===== src/urdr_map.svh =====
`ifndef URDR_MAP_SVH
`define URDR_MAP_SVH

// Register byte offsets
`define URDR_OFS_CTRL 8'h00
`define URDR_OFS_BAUD 8'h04
`define URDR_OFS_STATUS 8'h08
`define URDR_OFS_DATA 8'h0C

// Control register fields and reset values
`define URDR_CTRL_ENABLE_BIT 0
`define URDR_CTRL_NINE_BIT 1
`define URDR_CTRL_RESET 2'h0
`define URDR_BAUD_RESET 13'h0001

// Status register fields
`define URDR_STAT_FULL_BIT 0
`define URDR_STAT_NOISE_BIT 1
`define URDR_STAT_FRAMING_BIT 2
`define URDR_STAT_ACTIVE_BIT 3

// Sample slots within one bit time, counted from zero (slot 1 is 4'h0)
`define URDR_SLOTS_PER_BIT 16
`define URDR_SLOT_FIRST 4'h0
`define URDR_SLOT_VERIFY_A 4'h2
`define URDR_SLOT_VERIFY_B 4'h4
`define URDR_SLOT_VERIFY_C 4'h6
`define URDR_SLOT_DATA_A 4'h7
`define URDR_SLOT_DATA_B 4'h8
`define URDR_SLOT_DATA_C 4'h9
`define URDR_SLOT_LAST 4'hF

// Data bits per frame
`define URDR_BITS_SHORT 4'h8
`define URDR_BITS_LONG 4'h9

`endif


===== src/urdr_pkg.sv =====
package urdr_pkg;

    typedef enum logic [1:0] {
        URDR_HUNT = 2'b00,
        URDR_START = 2'b01,
        URDR_DATA = 2'b11,
        URDR_STOP = 2'b10
    } urdr_state_t;

    typedef struct packed {
        logic nineBit;
        logic rxEnable;
    } urdr_ctrl_t;

    typedef struct packed {
        logic framingErrorFlag;
        logic noiseFlag;
        logic rxBufferFullFlag;
    } urdr_flags_t;

    typedef struct packed {
        logic [7:0] addr;
        logic write;
    } urdr_phase_t;

    function automatic logic urdr_majority(input logic [2:0] v);
        return (v[0] & v[1]) | (v[0] & v[2]) | (v[1] & v[2]);
    endfunction : urdr_majority

    function automatic logic urdr_disagree(input logic [2:0] v);
        return (v != 3'h0) && (v != 3'h7);
    endfunction : urdr_disagree

endpackage : urdr_pkg


===== src/urdr_tick_gen.sv =====
`timescale 1ns/1ps

// Divides the module clock down to the sixteen-per-bit sampling rate
module urdr_tick_gen #(
    parameter int DIV_W = 13
) (
    input wire logic mclk,
    input wire logic reset_n,
    input wire logic enable,
    input wire logic [DIV_W-1:0] divisor,
    output logic tick
);

    logic [DIV_W-1:0] count;
    logic running;

    generate
        if (DIV_W < 1 || DIV_W > 16) begin : g_bad_width
            $error("urdr_tick_gen: DIV_W must be 1 to 16");
        end
    endgenerate

    // A zero divisor stops the sampling clock
    assign running = enable && (divisor != '0);
    assign tick = running && (count == divisor - 1'b1);

    always_ff @(posedge mclk or negedge reset_n) begin
        if (!reset_n) begin
            count <= '0;
        end else if (!running || tick) begin
            count <= '0;
        end else begin
            count <= count + 1'b1;
        end
    end

endmodule : urdr_tick_gen


===== src/urdr_edge_search.sv =====
`timescale 1ns/1ps

// Keeps the last three samples and flags falling edges
module urdr_edge_search (
    input wire logic mclk,
    input wire logic reset_n,
    input wire logic tick,
    input wire logic rxd,
    input wire logic restart,
    output logic startEdge,
    output logic anyFall
);

    logic [2:0] history;

    assign startEdge = tick && (history == 3'h7) && !rxd;
    assign anyFall = tick && history[0] && !rxd;

    // Restart forgets old highs so a fresh run of three is needed
    always_ff @(posedge mclk or negedge reset_n) begin
        if (!reset_n) begin
            history <= 3'h0;
        end else if (restart) begin
            history <= 3'h0;
        end else if (tick) begin
            history <= {history[1:0], rxd};
        end
    end

endmodule : urdr_edge_search


===== src/urdr_rx_top.sv =====
// Notes on behaviour
// The line is sampled at sixteen ticks per bit time.
// The tick count restarts on each start bit and on a one-to-zero data transition.
// A start bit is a low sample after three high samples, and counting begins there.
// Start samples at slots 3, 5 and 7 accept on at most one high, noise on exactly one.
// A failed start check resets the tick count and searches again.
// A failed start check leaves the noise flag alone.
// Each data bit is the majority of slots 8 to 10, noise when they differ.
// In the start bit, high samples at slots 8 to 10 only raise noise.
// The stop bit is voted at slots 8 to 10, low majority is a framing error.
// A missing stop level, a break included, raises the framing error.
// The framing error appears in the same cycle as the buffer full flag.
// A finished frame moves its data to the buffer and sets buffer full.
// A length setting picks 8 or 9 data bits, the ninth kept as data bit 8.
// Noise gathers over the whole frame and is shown with buffer full.
`timescale 1ns/1ps

`include "urdr_map.svh"

module urdr_rx_top
    import urdr_pkg::*;
#(
    parameter int DIV_W = 13
) (
    input wire logic mclk,
    input wire logic reset_n,
    input wire logic hsel,
    input wire logic [31:0] haddr,
    input wire logic [1:0] htrans,
    input wire logic hwrite,
    input wire logic [2:0] hsize,
    input wire logic [31:0] hwdata,
    input wire logic hready,
    output logic hreadyout,
    output logic hresp,
    output logic [31:0] hrdata,
    input wire logic rxd
);

    generate
        if (DIV_W < 1 || DIV_W > 16) begin : g_bad_width
            $error("urdr_rx_top: DIV_W must be 1 to 16");
        end
    endgenerate

    // Register state
    urdr_ctrl_t ctrl;
    logic [DIV_W-1:0] baudDivisor;
    urdr_flags_t flags;
    logic [8:0] rxBuffer;
    logic rxNinthBit;

    // Bus phase tracking
    urdr_phase_t dataPhase;
    logic wrPending;
    logic accept;
    logic readData;
    logic [31:0] next_hrdata;

    // Recovery state
    urdr_state_t state;
    urdr_state_t next_state;
    logic [3:0] sampleTick;
    logic [3:0] next_sampleTick;
    logic [3:0] bitCount;
    logic [3:0] next_bitCount;
    logic [3:0] frameBits;
    logic [2:0] votes;
    logic [2:0] next_votes;
    logic [2:0] vote;
    logic [8:0] shiftReg;
    logic [8:0] next_shiftReg;
    logic noiseAcc;
    logic next_noiseAcc;
    logic lastBitOne;
    logic next_lastBitOne;
    logic bitVoted;
    logic next_bitVoted;
    logic [4:0] edgeAge;
    logic bitValue;

    // Frame completion
    logic frameDone;
    logic frameFramingError;
    logic frameNoise;
    logic [8:0] frameData;
    logic huntRestart;

    // Sampling and edge helpers
    logic tick;
    logic startEdge;
    logic anyFall;

    assign rxNinthBit = rxBuffer[8];
    assign frameBits = ctrl.nineBit ? `URDR_BITS_LONG : `URDR_BITS_SHORT;

    urdr_tick_gen #(
        .DIV_W(DIV_W)
    ) u_tick (
        .mclk(mclk),
        .reset_n(reset_n),
        .enable(ctrl.rxEnable),
        .divisor(baudDivisor),
        .tick(tick)
    );

    urdr_edge_search u_edge (
        .mclk(mclk),
        .reset_n(reset_n),
        .tick(tick),
        .rxd(rxd),
        .restart(huntRestart),
        .startEdge(startEdge),
        .anyFall(anyFall)
    );

    // Recovery datapath and sequencing

    always_comb begin
        next_state = state;
        next_sampleTick = sampleTick;
        next_bitCount = bitCount;
        next_votes = votes;
        next_shiftReg = shiftReg;
        next_noiseAcc = noiseAcc;
        next_lastBitOne = lastBitOne;
        next_bitVoted = bitVoted;
        vote = {votes[1:0], rxd};
        bitValue = urdr_majority(vote);
        frameDone = 1'b0;
        frameFramingError = 1'b0;
        frameNoise = noiseAcc;
        huntRestart = 1'b0;
        if (!ctrl.rxEnable) begin
            next_state = URDR_HUNT;
            next_sampleTick = `URDR_SLOT_FIRST;
            huntRestart = 1'b1;
        end else if (tick) begin
            unique case (state)
                URDR_HUNT: begin
                    if (startEdge) begin
                        next_state = URDR_START;
                        // The edge sample itself is slot 1
                        next_sampleTick = `URDR_SLOT_FIRST + 4'h1;
                        next_noiseAcc = 1'b0;
                        next_votes = 3'h0;
                    end
                end
                URDR_START: begin
                    next_sampleTick = sampleTick + 4'h1;
                    if (sampleTick == `URDR_SLOT_VERIFY_A || sampleTick == `URDR_SLOT_VERIFY_B) begin
                        next_votes = vote;
                    end
                    if (sampleTick == `URDR_SLOT_VERIFY_C) begin
                        next_votes = 3'h0;
                        if (bitValue) begin
                            // Noise before a real start bit is not reported
                            next_state = URDR_HUNT;
                            next_sampleTick = `URDR_SLOT_FIRST;
                            huntRestart = 1'b1;
                            next_noiseAcc = 1'b0;
                        end else if (urdr_disagree(vote)) begin
                            next_noiseAcc = 1'b1;
                        end
                    end
                    if ((sampleTick == `URDR_SLOT_DATA_A || sampleTick == `URDR_SLOT_DATA_B
                            || sampleTick == `URDR_SLOT_DATA_C) && rxd) begin
                        next_noiseAcc = 1'b1;
                    end
                    if (sampleTick == `URDR_SLOT_LAST) begin
                        next_state = URDR_DATA;
                        next_bitCount = 4'h0;
                        next_lastBitOne = 1'b0;
                        next_bitVoted = 1'b0;
                    end
                end
                URDR_DATA: begin
                    next_sampleTick = sampleTick + 4'h1;
                    if (sampleTick == `URDR_SLOT_DATA_A || sampleTick == `URDR_SLOT_DATA_B) begin
                        next_votes = vote;
                    end
                    // A resync may move the count back, so each bit is voted once
                    if (sampleTick == `URDR_SLOT_DATA_C && !bitVoted) begin
                        next_votes = 3'h0;
                        next_bitVoted = 1'b1;
                        next_shiftReg = {bitValue, shiftReg[8:1]};
                        if (urdr_disagree(vote)) begin
                            next_noiseAcc = 1'b1;
                        end
                        next_lastBitOne = bitValue;
                        next_bitCount = bitCount + 4'h1;
                        // Realign so the falling edge that began this zero bit is slot 1
                        if (lastBitOne && !bitValue && edgeAge < 5'h0E) begin
                            next_sampleTick = edgeAge[3:0] + 4'h2;
                        end
                    end
                    if (sampleTick == `URDR_SLOT_LAST) begin
                        next_bitVoted = 1'b0;
                    end
                    if (sampleTick == `URDR_SLOT_LAST && bitCount == frameBits) begin
                        next_state = URDR_STOP;
                    end
                end
                URDR_STOP: begin
                    next_sampleTick = sampleTick + 4'h1;
                    if (sampleTick == `URDR_SLOT_DATA_A || sampleTick == `URDR_SLOT_DATA_B) begin
                        next_votes = vote;
                    end
                    if (sampleTick == `URDR_SLOT_DATA_C) begin
                        next_votes = 3'h0;
                        frameDone = 1'b1;
                        frameFramingError = !bitValue;
                        frameNoise = noiseAcc | urdr_disagree(vote);
                        next_state = URDR_HUNT;
                        next_sampleTick = `URDR_SLOT_FIRST;
                        huntRestart = 1'b1;
                    end
                end
            endcase
        end
    end

    // Right-justify the payload of a short frame
    assign frameData = ctrl.nineBit ? shiftReg : {1'b0, shiftReg[8:1]};

    always_ff @(posedge mclk or negedge reset_n) begin
        if (!reset_n) begin
            state <= URDR_HUNT;
        end else begin
            state <= next_state;
        end
    end

    always_ff @(posedge mclk or negedge reset_n) begin
        if (!reset_n) begin
            sampleTick <= `URDR_SLOT_FIRST;
            bitCount <= 4'h0;
            votes <= 3'h0;
        end else begin
            sampleTick <= next_sampleTick;
            bitCount <= next_bitCount;
            votes <= next_votes;
        end
    end

    always_ff @(posedge mclk or negedge reset_n) begin
        if (!reset_n) begin
            shiftReg <= 9'h000;
            noiseAcc <= 1'b0;
            lastBitOne <= 1'b0;
            bitVoted <= 1'b0;
        end else begin
            shiftReg <= next_shiftReg;
            noiseAcc <= next_noiseAcc;
            lastBitOne <= next_lastBitOne;
            bitVoted <= next_bitVoted;
        end
    end

    // Ticks since the last falling edge, saturating
    always_ff @(posedge mclk or negedge reset_n) begin
        if (!reset_n) begin
            edgeAge <= 5'h1F;
        end else if (anyFall) begin
            edgeAge <= 5'h00;
        end else if (tick && edgeAge != 5'h1F) begin
            edgeAge <= edgeAge + 5'h01;
        end
    end

    // Bus slave

    assign hreadyout = 1'b1;
    assign hresp = 1'b0;
    assign accept = hsel && htrans[1] && hready;
    assign readData = accept && !hwrite && (haddr[31:8] == 24'h00_0000)
        && (haddr[7:0] == `URDR_OFS_DATA);

    always_comb begin
        next_hrdata = 32'h0000_0000;
        if (accept && !hwrite && haddr[31:8] == 24'h00_0000) begin
            unique case (haddr[7:0])
                `URDR_OFS_CTRL: next_hrdata = {30'h0, ctrl};
                `URDR_OFS_BAUD: next_hrdata = 32'(baudDivisor);
                `URDR_OFS_STATUS: begin
                    next_hrdata[`URDR_STAT_FULL_BIT] = flags.rxBufferFullFlag;
                    next_hrdata[`URDR_STAT_NOISE_BIT] = flags.noiseFlag;
                    next_hrdata[`URDR_STAT_FRAMING_BIT] = flags.framingErrorFlag;
                    next_hrdata[`URDR_STAT_ACTIVE_BIT] = (state != URDR_HUNT);
                end
                `URDR_OFS_DATA: next_hrdata = {23'h0, rxNinthBit, rxBuffer[7:0]};
                default: next_hrdata = 32'h0000_0000;
            endcase
        end
    end

    always_ff @(posedge mclk or negedge reset_n) begin
        if (!reset_n) begin
            hrdata <= 32'h0000_0000;
        end else if (accept) begin
            hrdata <= next_hrdata;
        end
    end

    always_ff @(posedge mclk or negedge reset_n) begin
        if (!reset_n) begin
            wrPending <= 1'b0;
            dataPhase <= '0;
        end else if (hready) begin
            wrPending <= accept && hwrite && (haddr[31:8] == 24'h00_0000);
            dataPhase <= '{addr: haddr[7:0], write: hwrite};
        end
    end

    always_ff @(posedge mclk or negedge reset_n) begin
        if (!reset_n) begin
            ctrl <= urdr_ctrl_t'(`URDR_CTRL_RESET);
            baudDivisor <= DIV_W'(`URDR_BAUD_RESET);
        end else if (wrPending && dataPhase.write) begin
            if (dataPhase.addr == `URDR_OFS_CTRL) begin
                ctrl <= urdr_ctrl_t'(hwdata[1:0]);
            end
            if (dataPhase.addr == `URDR_OFS_BAUD) begin
                baudDivisor <= hwdata[DIV_W-1:0];
            end
        end
    end

    // Receive buffer and flags

    always_ff @(posedge mclk or negedge reset_n) begin
        if (!reset_n) begin
            rxBuffer <= 9'h000;
        end else if (frameDone) begin
            rxBuffer <= frameData;
        end
    end

    // A finishing frame wins over a data read in the same cycle
    always_ff @(posedge mclk or negedge reset_n) begin
        if (!reset_n) begin
            flags <= '0;
        end else if (frameDone) begin
            flags.rxBufferFullFlag <= 1'b1;
            flags.framingErrorFlag <= frameFramingError;
            flags.noiseFlag <= frameNoise;
        end else if (readData) begin
            flags <= '0;
        end
    end

endmodule : urdr_rx_top


===== config.mk =====
export PLATFORM = sky130hd
export DESIGN_NAME = urdr_rx_top
export DESIGN_NICKNAME = d
export VERILOG_FILES = /design/src/urdr_pkg.sv /design/src/urdr_tick_gen.sv /design/src/urdr_edge_search.sv /design/src/urdr_rx_top.sv
export VERILOG_INCLUDE_DIRS = /design/src
export SDC_FILE = /design/constraint.sdc
export NUM_CORES = 1
export LEC_CHECK = 0
export ABC_AREA = 1
export BUFFER_PORTS_ARGS = -buffer_cell sky130_fd_sc_hd__buf_2
export CAP_MARGIN = 25
export CORE_AREA = 2 2 105 107
export DETAILED_ROUTE_END_ITERATION = 7
export DIE_AREA = 0 0 107 109
export GPL_TIMING_DRIVEN = 0
export PLACE_DENSITY = 0.79
export SLEW_MARGIN = 20
export SYNTH_ARGS = -nofsm -noshare
export SYNTH_HDL_FRONTEND = slang
export SYNTH_SLANG_ARGS = --single-unit

===== constraint.sdc =====
create_clock -name mclk -period 2.83 [get_ports mclk]
set_input_delay 0.1415 -clock mclk [delete_from_list [all_inputs] [get_ports mclk]]
set_output_delay 0.1415 -clock mclk [all_outputs]
set_load 0.01 [all_outputs]

==> results.yml <==
status:
  status: "finished with violations"
  violations: "negative hold slack"
die:
  start_util: 0.546
  dieArea_um2: 11700
  coreArea_um2: 10600
  rows: 38
  io_pins: 109
  die_h_um: 109
  fp.dieW_um: 107
worst_setup_path:
  cp.arrival_ns: 2.90
  worstSetupPathType: "reg -> reg"
  reg2reg_slack_ns: 0.20
  critPathLaunchType: "register"
  worst_r2r_path_depth: 15
  end_kind: "register"
  crit_required_ns: 3.10
  worstReg2RegEnd: "flags[2]$_DFFE_PN0P_"
  rr_startpoint: "baudDivisor[0]$_DFFE_PN1P_"
  crit_fanout: 10
synth:
  ys.flop_type: "dfrtp_1"
  synth_top_area_share: 0.385
  synth-edff-count: 0
  syn_area_um2: 5790
  avgSynthCellArea_um2: 7.58
  netlist.top_cell.by_area: "dfrtp_1"
  synthTopCellsByCount: "nand2_1, inv_1, dfrtp_1"
  ys_seq_elements: 95
  yosys_warnings: 0
  syn_inst: 764
  synth_most_common_cell: "nand2_1"
  synthTopCellsByArea: "dfrtp_1, nand2_1, inv_1"
  async_reset_ff_frac: 1.00
  seq_area_frac_synth: 0.412
  synth_cell_types: 45
placed_design:
  dpl.hpwl_mm: 10.4
  globalplace.congestion: 0.938
  placed_cells: 988
  port_buffers: 64
cts:
  cts_buffers: 9
  cts_max_level: 3
  cts.sinks: 95
  cts_tree: "done"
  clkTransAtPathRegs_ns: 0.10
  clk_path_buf_depth: 2
  clkLatencyLatePin_ns: 0.38
  cts_setup_buffers: 0
  cts-root-buf: "clkbuf_8"
layout:
  drive_above_1_share: 0.181
  final_cells: 1012
  antennaDiodeCount: 0
  fill_cells: 942
  area_delta_synth_final_pct: 15.1
  num-nets-final: 957
job:
  cap_violations: 0
route:
  viasPerCell: 5.14
  final_antenna_net_count: 0
  top_layer_used: "met4"
  drc: 0
  drt-met1-wl_mm: 6.52
  dr.pass1.iters: 6
  drtIter0Drc: 432
  dr_wl_met3_um: 975
  routedWlPerCell_um: 13.4
  routed_wirelength_mm: 13.6
  wl_met2_mm: 5.80
  num_vias: 5198
timing:
  skew_ns: 0.0108
  rsz0062_at_grt: "false"
  setup_violations: 0
  layout_min_cycle_time_ns: 2.63
  hold_viol: 1
  max_freq_mhz: 381
  setup_tns_ns: 0
  slew_viol_final: 0
  max_slew_margin: 0.455
  finalCritPeriodShare: 0.928
  worstMarginPinSlew_ns: 0.812
  whs_ns: -0.000130
grt:
  grtUsageTotal: 0.238
  first_global_vias: 4500
  antenna_found_initial: 0
  grt_max_degree: 82
  overflow: 0
  grt_first_pass_wirelength_mm: 21.7
hold_path:
  hold_start: "haddr[7]"
  holdPathEnd: "dataPhase[8]$_DFFE_PN0P_"
  min_path_cells: 3
  hp-class: "in -> reg"
power:
  peakVddDrop_mv: 0.202
  power_mw: 2.78
  leakagePower_nw: 3.41
  p_per_area_nw_per_um2: 418
-- metal layers --
layer	up-vias	GRT usage
li1	2637	-
met1	2351	0.350
met2	190	0.352
met3	20	0.0377
met4	0	0.101
met5	-	0
-- where the power goes --
group	internal [mW]	total (mW)	switching [mW]
clock	0.368	0.855	0.488
combinational	0.178	0.430	0.251
sequential	1.42	1.50	0.0724
total	1.97	2.78	0.812
-- per-stage QoR --
stage	hold slack, ns	instance area, um2	utilization	worst slack, ns
floorplan	-0.154	5860	-	0.569
global placement	0.365	6350	0.599	0.0871
detailed placement	-0.0193	6390	0.603	0.0674
CTS	0.000649	6650	0.628	0.0519
global route	0.0341	6660	0.628	0.0202
finish	-0.000130	6660	0.628	0.204
-- worst max path at each step --
| stage | from | end | slack (ns) | cells past startpoint |
|---|---|---|---|---|
| after CTS | baudDivisor[0]$_DFFE_PN1P_ | u_tick.count[7]$_DFF_PN0_ | 0.05 | 13 |
| after floorplan | baudDivisor[0]$_DFFE_PN1P_ | flags[2]$_DFFE_PN0P_ | 0.57 | 18 |
| final | baudDivisor[0]$_DFFE_PN1P_ | flags[2]$_DFFE_PN0P_ | 0.20 | 15 |
| after global routing | baudDivisor[0]$_DFFE_PN1P_ | rxBuffer[4]$_DFFE_PN0P_ | 0.02 | 18 |
| after global placement | baudDivisor[0]$_DFFE_PN1P_ | u_tick.count[5]$_DFF_PN0_ | 0.09 | 13 |
| after detailed placement | baudDivisor[0]$_DFFE_PN1P_ | u_tick.count[7]$_DFF_PN0_ | 0.07 | 13 |
-- critical path: stages, from the launching register on --
cell and delay, ns:
dfstp_2 0.58, inv_1 0.11, ha_2 0.30, xnor2_1 0.12, nor2_1 0.14, nand3_1 0.15
nor2_2 0.14, nand2_1 0.07, nor2_2 0.11, nand3_2 0.13, inv_2 0.12, buf_6 0.15
nand2_4 0.07, buf_6 0.17, nand3_2 0.07, o31ai_2 0.06
-- repair_timing --
| item | 4_1_cts | 5_1_grt |
|---|---|---|
| endpoints found under the hold margin | 100 | 0 |
| endpoints found under the setup margin | 0 | 36 |
| resized for setup | 0 | 4 |
| hold buffers | 8 | 0 |
-- sequential cells by signal, indices dropped and copies added (netlist names), 2 cells and up --
| register | flops |
|---|---|
| baudDivisor | 13 |
| hrdata | 13 |
| u_tick.count | 13 |
| dataPhase | 9 |
| rxBuffer | 9 |
| shiftReg | 9 |
| edgeAge | 5 |
| bitCount | 4 |
| sampleTick | 4 |
| flags | 3 |
| u_edge.history | 3 |
| ctrl | 2 |
| state | 2 |
| votes | 2 |
-- logic make-up after synthesis --
kind of cell | share of synthesized area
AOI/OAI and AO/OA | 0.118
other | 0.00130
and+or+nand+nor | 0.292
xor gates and xnor gates | 0.0333
muxes | 0.00389
adders and majority gates | 0.0324
buffers and inverters | 0.107
DFF | 0.412
-- cell type report --
cell class / count / area, um2 / share of cell area
well taps: 140 / 175 / 0.0263
flip-flops and latches: 95 / 2380 / 0.358
inverters: 100 / 375 / 0.0563
repair buffers: 73 / 434 / 0.0652
plain buffers: 35 / 243 / 0.0364
clock buffers: 12 / 155 / 0.0233
multi-input cells: 553 / 2860 / 0.430
clock inverters: 4 / 30.0 / 0.00451
-- cells in the final DEF (no fill, tap or decap), drive strengths merged, types with 15 or more instances in the layout --
cell | synthesis | routed
a21oi | 21 | 21
buf | 27 | 92
clkbuf | 8 | 20
conb | 2 | 21
dfrtp | 89 | 89
ha | 15 | 15
inv | 98 | 98
nand2 | 200 | 200
nand3 | 63 | 63
nor2 | 81 | 81
o21ai | 62 | 62
Note: power is estimated with default switching activity, not from simulation.
